[src/logic/tcp_pkg.sv]
// Purpose: Constants for the timer 2 compare port logic
// Assumes: 32-bit classic Wishbone, word-aligned registers
// Notes: Byte addresses below are all multiples of four
package tcp_pkg;
   localparam int ADR_W = 8;
   // Register byte addresses
   localparam logic [7:0] ADR_CTRL = 8'h00;
   localparam logic [7:0] ADR_COMPARE_CAPTURE_ENABLE = 8'h04;
   localparam logic [7:0] ADR_CH4 = 8'h08;
   localparam logic [7:0] ADR_SETM = 8'h0c;
   localparam logic [7:0] ADR_CLRM = 8'h10;
   localparam logic [7:0] ADR_SMSK = 8'h14;
   localparam logic [7:0] ADR_CMSK = 8'h18;
   localparam logic [7:0] ADR_P5 = 8'h1c;
   localparam logic [7:0] ADR_P1 = 8'h20;
   localparam logic [7:0] ADR_P1SH = 8'h24;
   localparam logic [7:0] ADR_CH0 = 8'h30;
   localparam logic [7:0] ADR_IRQS = 8'h40;
   localparam logic [7:0] ADR_IRQM = 8'h44;
   // Field positions
   localparam int CTRL_TIMER2_COMPARE_MODE_SELECT = 0;
   localparam int CH4_LOW = 0;
   localparam int CH4_HIGH = 1;
   localparam int CH4_COCO0 = 2;
   localparam int CH4_COCO1 = 3;
   localparam int CH4_CNT_LSB = 4;
   localparam int IRQ_SET = 0;
   localparam int IRQ_CLR = 1;
   localparam int IRQ_CH_LSB = 2;
   localparam int IRQ_W = 6;
   // Function field encodings
   localparam logic [1:0] FN_OFF = 2'h0;
   localparam logic [1:0] FN_CAP_EDGE = 2'h1;
   localparam logic [1:0] FN_CMP = 2'h2;
   localparam logic [1:0] FN_CAP_WR = 2'h3;
   localparam logic [1:0] COCO_MODE2 = 2'h3;
   // Reset values
   localparam logic [7:0] RST_PORT = 8'hff;
   localparam logic [7:0] RST_BYTE = 8'h00;
   localparam logic [15:0] RST_WORD = 16'h0000;
endpackage

[src/logic/tcp_compare.sv]
// Purpose: Timer 2 compare port logic: modes 0, 1 and 2 with registers
// Assumes: Timer 2 count and overflow come from logic on clk_i
// Notes: Port pins are split into input, output and output enable
// How it works
// - Mode 1, match active: port write updates both latches
// - Read-modify-write uses shadow latch only
// - Plain read returns physical pin level
// - Mode 2: match registers own port 5
// - Two 16-bit match registers against timer 2
// - Set match drives set-masked pins high
// - Clear match drives clear-masked pins low
// - CPU writes and reads port 5 still
// - Three-bit count picks participating port 5 pins
// - Simultaneous set and clear: set wins
// - Match interrupts raised even without mode 2
// - Channel 0 tied to timer 2, reloads
// - One bit selects compare mode 0/1
// - Two-bit function field per channel
// - Channels compare or capture; channel 0 reloads
// - Mode 1: latch takes shadow on match only
// - Mode 0: high on match, low overflow
//
// Our own choices: the register offsets and the Wishbone register port.
`timescale 1ns/1ns
`default_nettype none
module tcp_compare
   import tcp_pkg::*;
#(
   parameter int NCH = 4
)(
   // Clock and reset
   input wire logic clk_i,
   input wire logic rst_i,
   // Wishbone slave
   input wire logic wb_cyc_i,
   input wire logic wb_stb_i,
   input wire logic wb_we_i,
   input wire logic [ADR_W-1:0] wb_adr_i,
   input wire logic [3:0] wb_sel_i,
   input wire logic [31:0] wb_dat_i,
   output logic [31:0] wb_dat_o,
   output logic wb_ack_o,
   // Timer 2
   input wire logic [15:0] t2_count_i,
   input wire logic t2_ovf_i,
   output logic [15:0] reload_value_o,
   // Port 1 compare pins
   input wire logic [NCH-1:0] p1_pin_i,
   output logic [NCH-1:0] p1_o,
   output logic [NCH-1:0] p1_oe_o,
   // Fifth port pins
   input wire logic [7:0] p5_pin_i,
   output logic [7:0] p5_o,
   output logic [7:0] p5_oe_o,
   // Interrupt
   output logic irq_o
);
   function automatic logic [15:0] merge16(input logic [15:0] old, input logic [31:0] d,
                                           input logic [3:0] sel);
      merge16 = {sel[1] ? d[15:8] : old[15:8], sel[0] ? d[7:0] : old[7:0]};
   endfunction

   function automatic logic [7:0] pin_span(input logic [2:0] n);
      for (int i = 0; i < 8; i++)
         pin_span[i] = (3'(i) <= n);
   endfunction

   logic timer2_compare_mode_select;
   logic [7:0] compare_capture_enable;
   logic [7:0] ch4_cfg;
   logic [15:0] set_match_register;
   logic [15:0] clear_match_register;
   logic [7:0] set_mask;
   logic [7:0] clear_mask;
   logic [7:0] fifth_port;
   logic [NCH-1:0] p1_latch;
   logic [NCH-1:0] p1_shadow;
   logic [15:0] ch_reg [NCH];
   logic [IRQ_W-1:0] irq_stat;
   logic [IRQ_W-1:0] irq_mask;
   logic [7:0] p5_s1, p5_s2;
   logic [NCH-1:0] p1_s1, p1_s2, p1_s3;
   logic [IRQ_W-1:0] hit_q;

   // Bus strobes, acting at the edge that samples ack
   logic acc, wr;
   // Every request is acked one cycle later, no wait states
   assign acc = wb_cyc_i & wb_stb_i & wb_ack_o;
   assign wr = acc & wb_we_i;

   always_ff @(posedge clk_i)
   begin
      if (rst_i)
         wb_ack_o <= 1'b0;
      else
         wb_ack_o <= wb_cyc_i & wb_stb_i & ~wb_ack_o;
   end

   // Pin synchronisers
   always_ff @(posedge clk_i)
   begin
      if (rst_i)
      begin
         p5_s1 <= RST_BYTE;
         p5_s2 <= RST_BYTE;
         // Pull-up level, so no false rising edge follows reset
         p1_s1 <= '1;
         p1_s2 <= '1;
         p1_s3 <= '1;
      end
      else
      begin
         p5_s1 <= p5_pin_i;
         p5_s2 <= p5_s1;
         p1_s1 <= p1_pin_i;
         p1_s2 <= p1_s1;
         p1_s3 <= p1_s2;
      end
   end

   // Match detection
   logic set_hit, clr_hit;
   logic [NCH-1:0] ch_hit, ch_cmp, wr_p1, wr_sh;
   assign set_hit = (t2_count_i == set_match_register);
   assign clr_hit = (t2_count_i == clear_match_register);
   assign wr_p1 = {NCH{wr & (wb_adr_i == ADR_P1) & wb_sel_i[0]}};
   assign wr_sh = {NCH{wr & (wb_adr_i == ADR_P1SH) & wb_sel_i[0]}};

   // Mode 2 needs channel 4 compare and both concurrent bits
   logic mode2;
   logic [7:0] span, set_eff, clr_eff;
   assign mode2 = ({ch4_cfg[CH4_HIGH], ch4_cfg[CH4_LOW]} == FN_CMP)
                  && ({ch4_cfg[CH4_COCO1], ch4_cfg[CH4_COCO0]} == COCO_MODE2);
   assign span = pin_span(ch4_cfg[CH4_CNT_LSB +: 3]);
   assign set_eff = set_mask & span;
   assign clr_eff = clear_mask & span;

   // Control registers
   always_ff @(posedge clk_i)
   begin
      if (rst_i)
      begin
         timer2_compare_mode_select <= 1'b0;
         compare_capture_enable <= RST_BYTE;
         ch4_cfg <= RST_BYTE;
         set_match_register <= RST_WORD;
         clear_match_register <= RST_WORD;
         set_mask <= RST_BYTE;
         clear_mask <= RST_BYTE;
         irq_mask <= '0;
      end
      else if (wr)
      begin
         if (wb_adr_i == ADR_CTRL && wb_sel_i[0])
            timer2_compare_mode_select <= wb_dat_i[CTRL_TIMER2_COMPARE_MODE_SELECT];
         if (wb_adr_i == ADR_COMPARE_CAPTURE_ENABLE && wb_sel_i[0])
            compare_capture_enable <= wb_dat_i[7:0];
         if (wb_adr_i == ADR_CH4 && wb_sel_i[0])
            ch4_cfg <= {1'b0, wb_dat_i[6:0]};
         if (wb_adr_i == ADR_SETM)
            set_match_register <= merge16(set_match_register, wb_dat_i, wb_sel_i);
         if (wb_adr_i == ADR_CLRM)
            clear_match_register <= merge16(clear_match_register, wb_dat_i, wb_sel_i);
         if (wb_adr_i == ADR_SMSK && wb_sel_i[0])
            set_mask <= wb_dat_i[7:0];
         if (wb_adr_i == ADR_CMSK && wb_sel_i[0])
            clear_mask <= wb_dat_i[7:0];
         if (wb_adr_i == ADR_IRQM && wb_sel_i[0])
            irq_mask <= wb_dat_i[IRQ_W-1:0];
      end
   end

   // Fifth port latch: match beats a same-cycle CPU write
   logic [7:0] next_fifth;
   always_comb
   begin
      next_fifth = fifth_port;
      if (wr && wb_adr_i == ADR_P5 && wb_sel_i[0])
         next_fifth = wb_dat_i[7:0];
      if (mode2)
      begin
         if (clr_hit)
            next_fifth = next_fifth & ~clr_eff;
         if (set_hit)
            next_fifth = next_fifth | set_eff;
      end
   end

   always_ff @(posedge clk_i)
   begin
      if (rst_i)
         fifth_port <= RST_PORT;
      else
         fifth_port <= next_fifth;
   end

   assign p5_o = fifth_port;
   assign p5_oe_o = mode2 ? span : 8'h00;

   // Channels 0..3
   for (genvar i = 0; i < NCH; i++)
   begin : g_ch
      logic [1:0] fn;
      logic cap;
      assign fn = compare_capture_enable[2*i +: 2];
      assign ch_cmp[i] = (fn == FN_CMP);
      assign ch_hit[i] = ch_cmp[i] & (t2_count_i == ch_reg[i]);
      assign cap = ((fn == FN_CAP_EDGE) & p1_s2[i] & ~p1_s3[i])
                   | ((fn == FN_CAP_WR) & wr & (wb_adr_i == ADR_CH0 + 8'(4*i)) & wb_sel_i[0]);

      always_ff @(posedge clk_i)
      begin
         if (rst_i)
            ch_reg[i] <= RST_WORD;
         else if (cap)
            ch_reg[i] <= t2_count_i;
         else if (wr && wb_adr_i == ADR_CH0 + 8'(4*i))
            ch_reg[i] <= merge16(ch_reg[i], wb_dat_i, wb_sel_i);
      end

      // Shadow takes writes from both the port and its own alias
      always_ff @(posedge clk_i)
      begin
         if (rst_i)
            p1_shadow[i] <= 1'b1;
         else if (wr_p1[i] || wr_sh[i])
            p1_shadow[i] <= wb_dat_i[i];
      end

      always_ff @(posedge clk_i)
      begin
         if (rst_i)
            p1_latch[i] <= 1'b1;
         else if (ch_cmp[i] && !timer2_compare_mode_select)
         begin
            if (ch_hit[i])
               p1_latch[i] <= 1'b1;
            else if (t2_ovf_i)
               p1_latch[i] <= 1'b0;
         end
         else if (ch_cmp[i])
         begin
            if (ch_hit[i] && wr_p1[i])
               p1_latch[i] <= wb_dat_i[i];
            else if (ch_hit[i])
               p1_latch[i] <= p1_shadow[i];
         end
         else if (wr_p1[i])
            p1_latch[i] <= wb_dat_i[i];
      end
   end

   assign p1_o = p1_latch;
   assign p1_oe_o = ch_cmp;
   assign reload_value_o = ch_reg[0];

   // Sticky interrupt status, set beats write-one clear
   logic [IRQ_W-1:0] hit_now, ev, w1c;
   assign hit_now = {ch_hit, clr_hit, set_hit};
   assign ev = hit_now & ~hit_q;
   assign w1c = (wr && wb_adr_i == ADR_IRQS && wb_sel_i[0]) ? wb_dat_i[IRQ_W-1:0] : '0;

   always_ff @(posedge clk_i)
   begin
      if (rst_i)
      begin
         hit_q <= '0;
         irq_stat <= '0;
      end
      else
      begin
         hit_q <= hit_now;
         irq_stat <= (irq_stat & ~w1c) | ev;
      end
   end

   assign irq_o = |(irq_stat & irq_mask);

   // Read data
   always_ff @(posedge clk_i)
   begin
      if (rst_i)
         wb_dat_o <= '0;
      else if (wb_cyc_i && wb_stb_i && !wb_ack_o)
      begin
         wb_dat_o <= '0;
         unique case (wb_adr_i)
            ADR_CTRL: wb_dat_o[CTRL_TIMER2_COMPARE_MODE_SELECT] <= timer2_compare_mode_select;
            ADR_COMPARE_CAPTURE_ENABLE: wb_dat_o[7:0] <= compare_capture_enable;
            ADR_CH4: wb_dat_o[7:0] <= ch4_cfg;
            ADR_SETM: wb_dat_o[15:0] <= set_match_register;
            ADR_CLRM: wb_dat_o[15:0] <= clear_match_register;
            ADR_SMSK: wb_dat_o[7:0] <= set_mask;
            ADR_CMSK: wb_dat_o[7:0] <= clear_mask;
            ADR_P5: wb_dat_o[7:0] <= p5_s2;
            ADR_P1: wb_dat_o[NCH-1:0] <= p1_s2;
            ADR_P1SH: wb_dat_o[NCH-1:0] <= p1_shadow;
            ADR_IRQS: wb_dat_o[IRQ_W-1:0] <= irq_stat;
            ADR_IRQM: wb_dat_o[IRQ_W-1:0] <= irq_mask;
            default:
            begin
               for (int k = 0; k < NCH; k++)
                  if (wb_adr_i == ADR_CH0 + 8'(4*k))
                     wb_dat_o[15:0] <= ch_reg[k];
            end
         endcase
      end
   end
endmodule
`default_nettype wire

[config.mk]
export PLATFORM = sky130hd
export DESIGN_NAME = tcp_compare
export DESIGN_NICKNAME = d
export VERILOG_FILES = /design/src/logic/tcp_pkg.sv /design/src/logic/tcp_compare.sv
export SDC_FILE = /design/constraint.sdc
export NUM_CORES = 1
export LEC_CHECK = 0
export BUFFER_PORTS_ARGS = -buffer_cell sky130_fd_sc_hd__buf_2
export CELL_PAD_IN_SITES_DETAIL_PLACEMENT = 1
export CELL_PAD_IN_SITES_GLOBAL_PLACEMENT = 2
export CORE_AREA = 2 2 252 130
export DETAILED_ROUTE_END_ITERATION = 8
export DIE_AREA = 0 0 254 132
export PLACE_DENSITY = 0.81
export SLEW_MARGIN = 20
export SYNTH_ARGS = -nofsm -noshare
export SYNTH_HDL_FRONTEND = slang
export SYNTH_SLANG_ARGS = --single-unit
[constraint.sdc]
create_clock -name clk_i -period 3.4 [get_ports clk_i]
set_input_delay 0.68 -clock clk_i [delete_from_list [all_inputs] [get_ports clk_i]]
set_output_delay 0.68 -clock clk_i [all_outputs]
set_load 0.02 [all_outputs]
==> run summary <==
Async set-or-reset flop fraction in the synthesized netlist: 0%
Worst path cell trace: and4b_1 > and2_1 > o21a_1 > buf_2
Hold crit path type: input pin to flip-flop
Post-Synth Adder-Cell Area: 0%
Skew final: 0.0190 ns
Clk_lat worst skew: 0.54 ns
Row cnt: 46
Final Instance Count excl. Fillers: 1684
Io pins: 152
Area of the multi-input gates: 0.00578 mm^2
DRC viols: 0
Pins over their slew limit: 0
Cell count after placement: 1644
Worst-Margin Slew: 0.989 ns
Largest net degree at the start of global routing: 137
WP data arrival: 2.07 ns
DP HPWL: 33.4 mm
Max-cap violations: 0
Gr usage total: 26.6%
Period minus WS final: 2.75 ns
Final Cycle Share: 80.8%
RSZ-0062 raised after global routing: false
Setup WS pre-CTS: 0.393 ns
CTS tree: yes
Layout cell share with drive strength beyond 1: 21.2%
Main combinational cell family by area after synthesis: simple AND/OR/NAND/NOR gates
Final core utilization: 41.3%
Ys flop type: dfxtp_1
Final hold violation count: 0
Post-Synth XOR/XNOR Area: 7.59%
Peak supply drop: 0.252 mV
Largest stage delay on the critical path: 0.44 ns
Mapped Cells: 1153
Diodes inserted: 0
Placed instance area: 0.0121 mm^2
Overall Power: 5.82 mW
Inserted Clock Buffers: 22
Number of flops mapped to enable cells by yosys: 64
Commonest non-fill, non-tap cell in the layout: dfxtp_1
Routed wire length: 45.0 mm
Int Power: 4.29 mW
P per Cell Area: 452 mW/mm^2
Sw Share: 26.3%
Max reg flops: 64
Vias: 9725
CTS H-tree lvls: 1
Crit-path slowest cell: and4b_1
Vias in the first global route: 9523
Gpl congestion: 0.960
Run status: complete, no violations
Final ANT Viol Nets: 0
PnR worst setup slack: 0.652 ns
Mux contribution to synthesized area: 11.1%
Die X-Extent: 254 um
Post-Syn Area: 0.0111 mm^2
Port buffer count: 117
Crit. End Element: output port
Yosys warnings: 0
Sequential-to-total area share from yosys stat: 43.2%
Synth Area in Compound Gates: 13.2%
Clock sinks: 207
Most frequent cells in the layout: dfxtp_1 (143), buf_2 (116), nand2_1 (108), nor2_1 (107), mux2i_1 (85)
Filler cells: 3599
Critical Path Source: ch4_cfg[0]
Sequential power share: 45.4%
Post-Syn Area per Cell: 9.61 um^2
Synth cell types: 68
Clock tree root buffer cell: clkbuf_16
Leakage dissipation: 5.16 nW
First-pass GRT wire length: 65.6 mm
Die Y: 132 um
WL per Instance: 26.7 um
Max_slew headroom: 34.1%
#FFs+latches synth: 207
Overflow after GRT: 0
Simple-Gate Fraction of Synth Area: 19.5%
Hold Slack: 0.339 ns
CP Launch Type: flip-flop
Total negative slack: 0 ns
FMAX: 364 MHz
Sequential cell area: 0.00478 mm^2
Crit Path Class: flip-flop to output port
Post-route cell area: 0.0129 mm^2
NetSw: 1.53 mW
Setup bufs post-CTS: 0
Vias per cell: 5.77
Area grow syn2layout: 16.3%
Initial core utilization: 35.5%
Die area: 0.0335 mm^2
WP data required: 2.72 ns
Combinational share of power: 9.8%
Clock Pin Slew Worst Setup and Hold Paths: 0.06 ns
Initial antenna violation count: 1
Clock power share: 44.8%
Critical hold path startpoint: p1_pin_i[0]
Core box area: 0.0312 mm^2
DR iter-0 viols: 942
Post-CTS sizing: 0
Hold_buf cts: 0
Reg2Reg Launch Point: wb_ack_o
CTS Buffer Depth: 3
Final setup fails: 0
Fin nets: 1314
Router iterations before antenna repair: 4
Max FO, Critical Path: 8
## final timing paths
| check | endpoint | slack [ns] | cells after the start |
|---|---|---|---|
| worst max-delay path | p5_oe_o[5] | 0.65 | 4 |
| worst min-delay path | p1_s1[0] | 0.34 | 2 |
| worst max register to register | ch_reg[0][4] | 0.73 | 5 |
| worst min register to register | p1_s2[0] | 0.42 | 1 |
## worst max-delay path, delay by kind of cell (launching register included)
family                 cells  cell delay, ns
AND/OR/NAND/NOR            2            0.69
flip-flops                 1            0.34
AO/OA/AOI/OAI              1            0.28
buffers and inverters      1            0.22
## power by group through the flow
stage | Combinational, mW | Sequential, mW | Clock, mW
2_1_floorplan | 0.315 | 2.70 | 0
3_3_place_gp | 0.549 | 2.69 | 0
3_5_place_dp | 0.554 | 2.70 | 0
4_1_cts | 0.557 | 2.64 | 2.65
5_1_grt | 0.600 | 2.65 | 2.73
6_report | 0.571 | 2.64 | 2.61
## Yosys cell counts, types with 3 or more instances
cell,number,area share [%]
nor3_1,12,0.54
nor4b_1,5,0.40
nor4_2,4,0.45
a311oi_1,4,0.32
a22o_1,36,2.8
xor2_1,64,5.1
nand3_1,49,2.2
a32oi_1,3,0.24
or2_2,13,0.73
o31a_1,5,0.40
clkbuf_1,70,2.4
o21ai_0,12,0.54
a31o_2,18,1.4
inv_1,10,0.34
a21oi_1,57,2.6
nor4_1,17,0.96
mux4_2,15,3.1
nor2b_1,19,1.1
nand2_1,108,3.7
a31oi_1,13,0.73
a211oi_1,6,0.41
a22oi_1,12,0.81
buf_1,3,0.10
a221o_1,5,0.45
nand3b_1,3,0.20
or3_1,7,0.40
nand4_1,15,0.85
nor3b_1,3,0.20
a311o_1,8,0.72
nor2_1,107,3.6
buf_2,26,1.2
xnor2_1,32,2.5
mux2_2,4,0.41
mux2i_1,85,7.7
nand2b_1,8,0.45
dfxtp_1,143,26
a221oi_1,6,0.47
and3_1,8,0.45
and2_1,9,0.51
edfxtp_1,64,17
and4_1,5,0.40
buf_4,20,1.4
## area by class of cell
cell class / count / share of cell area (%)
Clock buffer: 32 / 5.20
Inverter: 10 / 0.291
Timing Repair Buffer: 163 / 7.63
Multi-Input combinational cell: 832 / 44.8
Tap cell: 432 / 4.19
Clock inverter: 8 / 0.699
Sequential cell: 207 / 37.1
## metal layers
metal | vias up | part of all wire, % | global-route usage, %
met5 | - | 0 | 0
met4 | 0 | 1.7 | 4.64
met3 | 45 | 13 | 11.7
met2 | 451 | 38 | 34.6
met1 | 4924 | 47 | 40.1
li1 | 4305 | - | -
## kinds of logic (layout without fill, tap and decap cells)
kind of cell,count (synthesis),count (layout)
and+or+nand+nor,413,413
DFF,207,207
AOI/OAI and AO/OA,203,203
buffers and inverters,129,213
muxes,104,104
xor gates and xnor gates,96,96
other,1,16
Power figures use the tool's default switching activity.
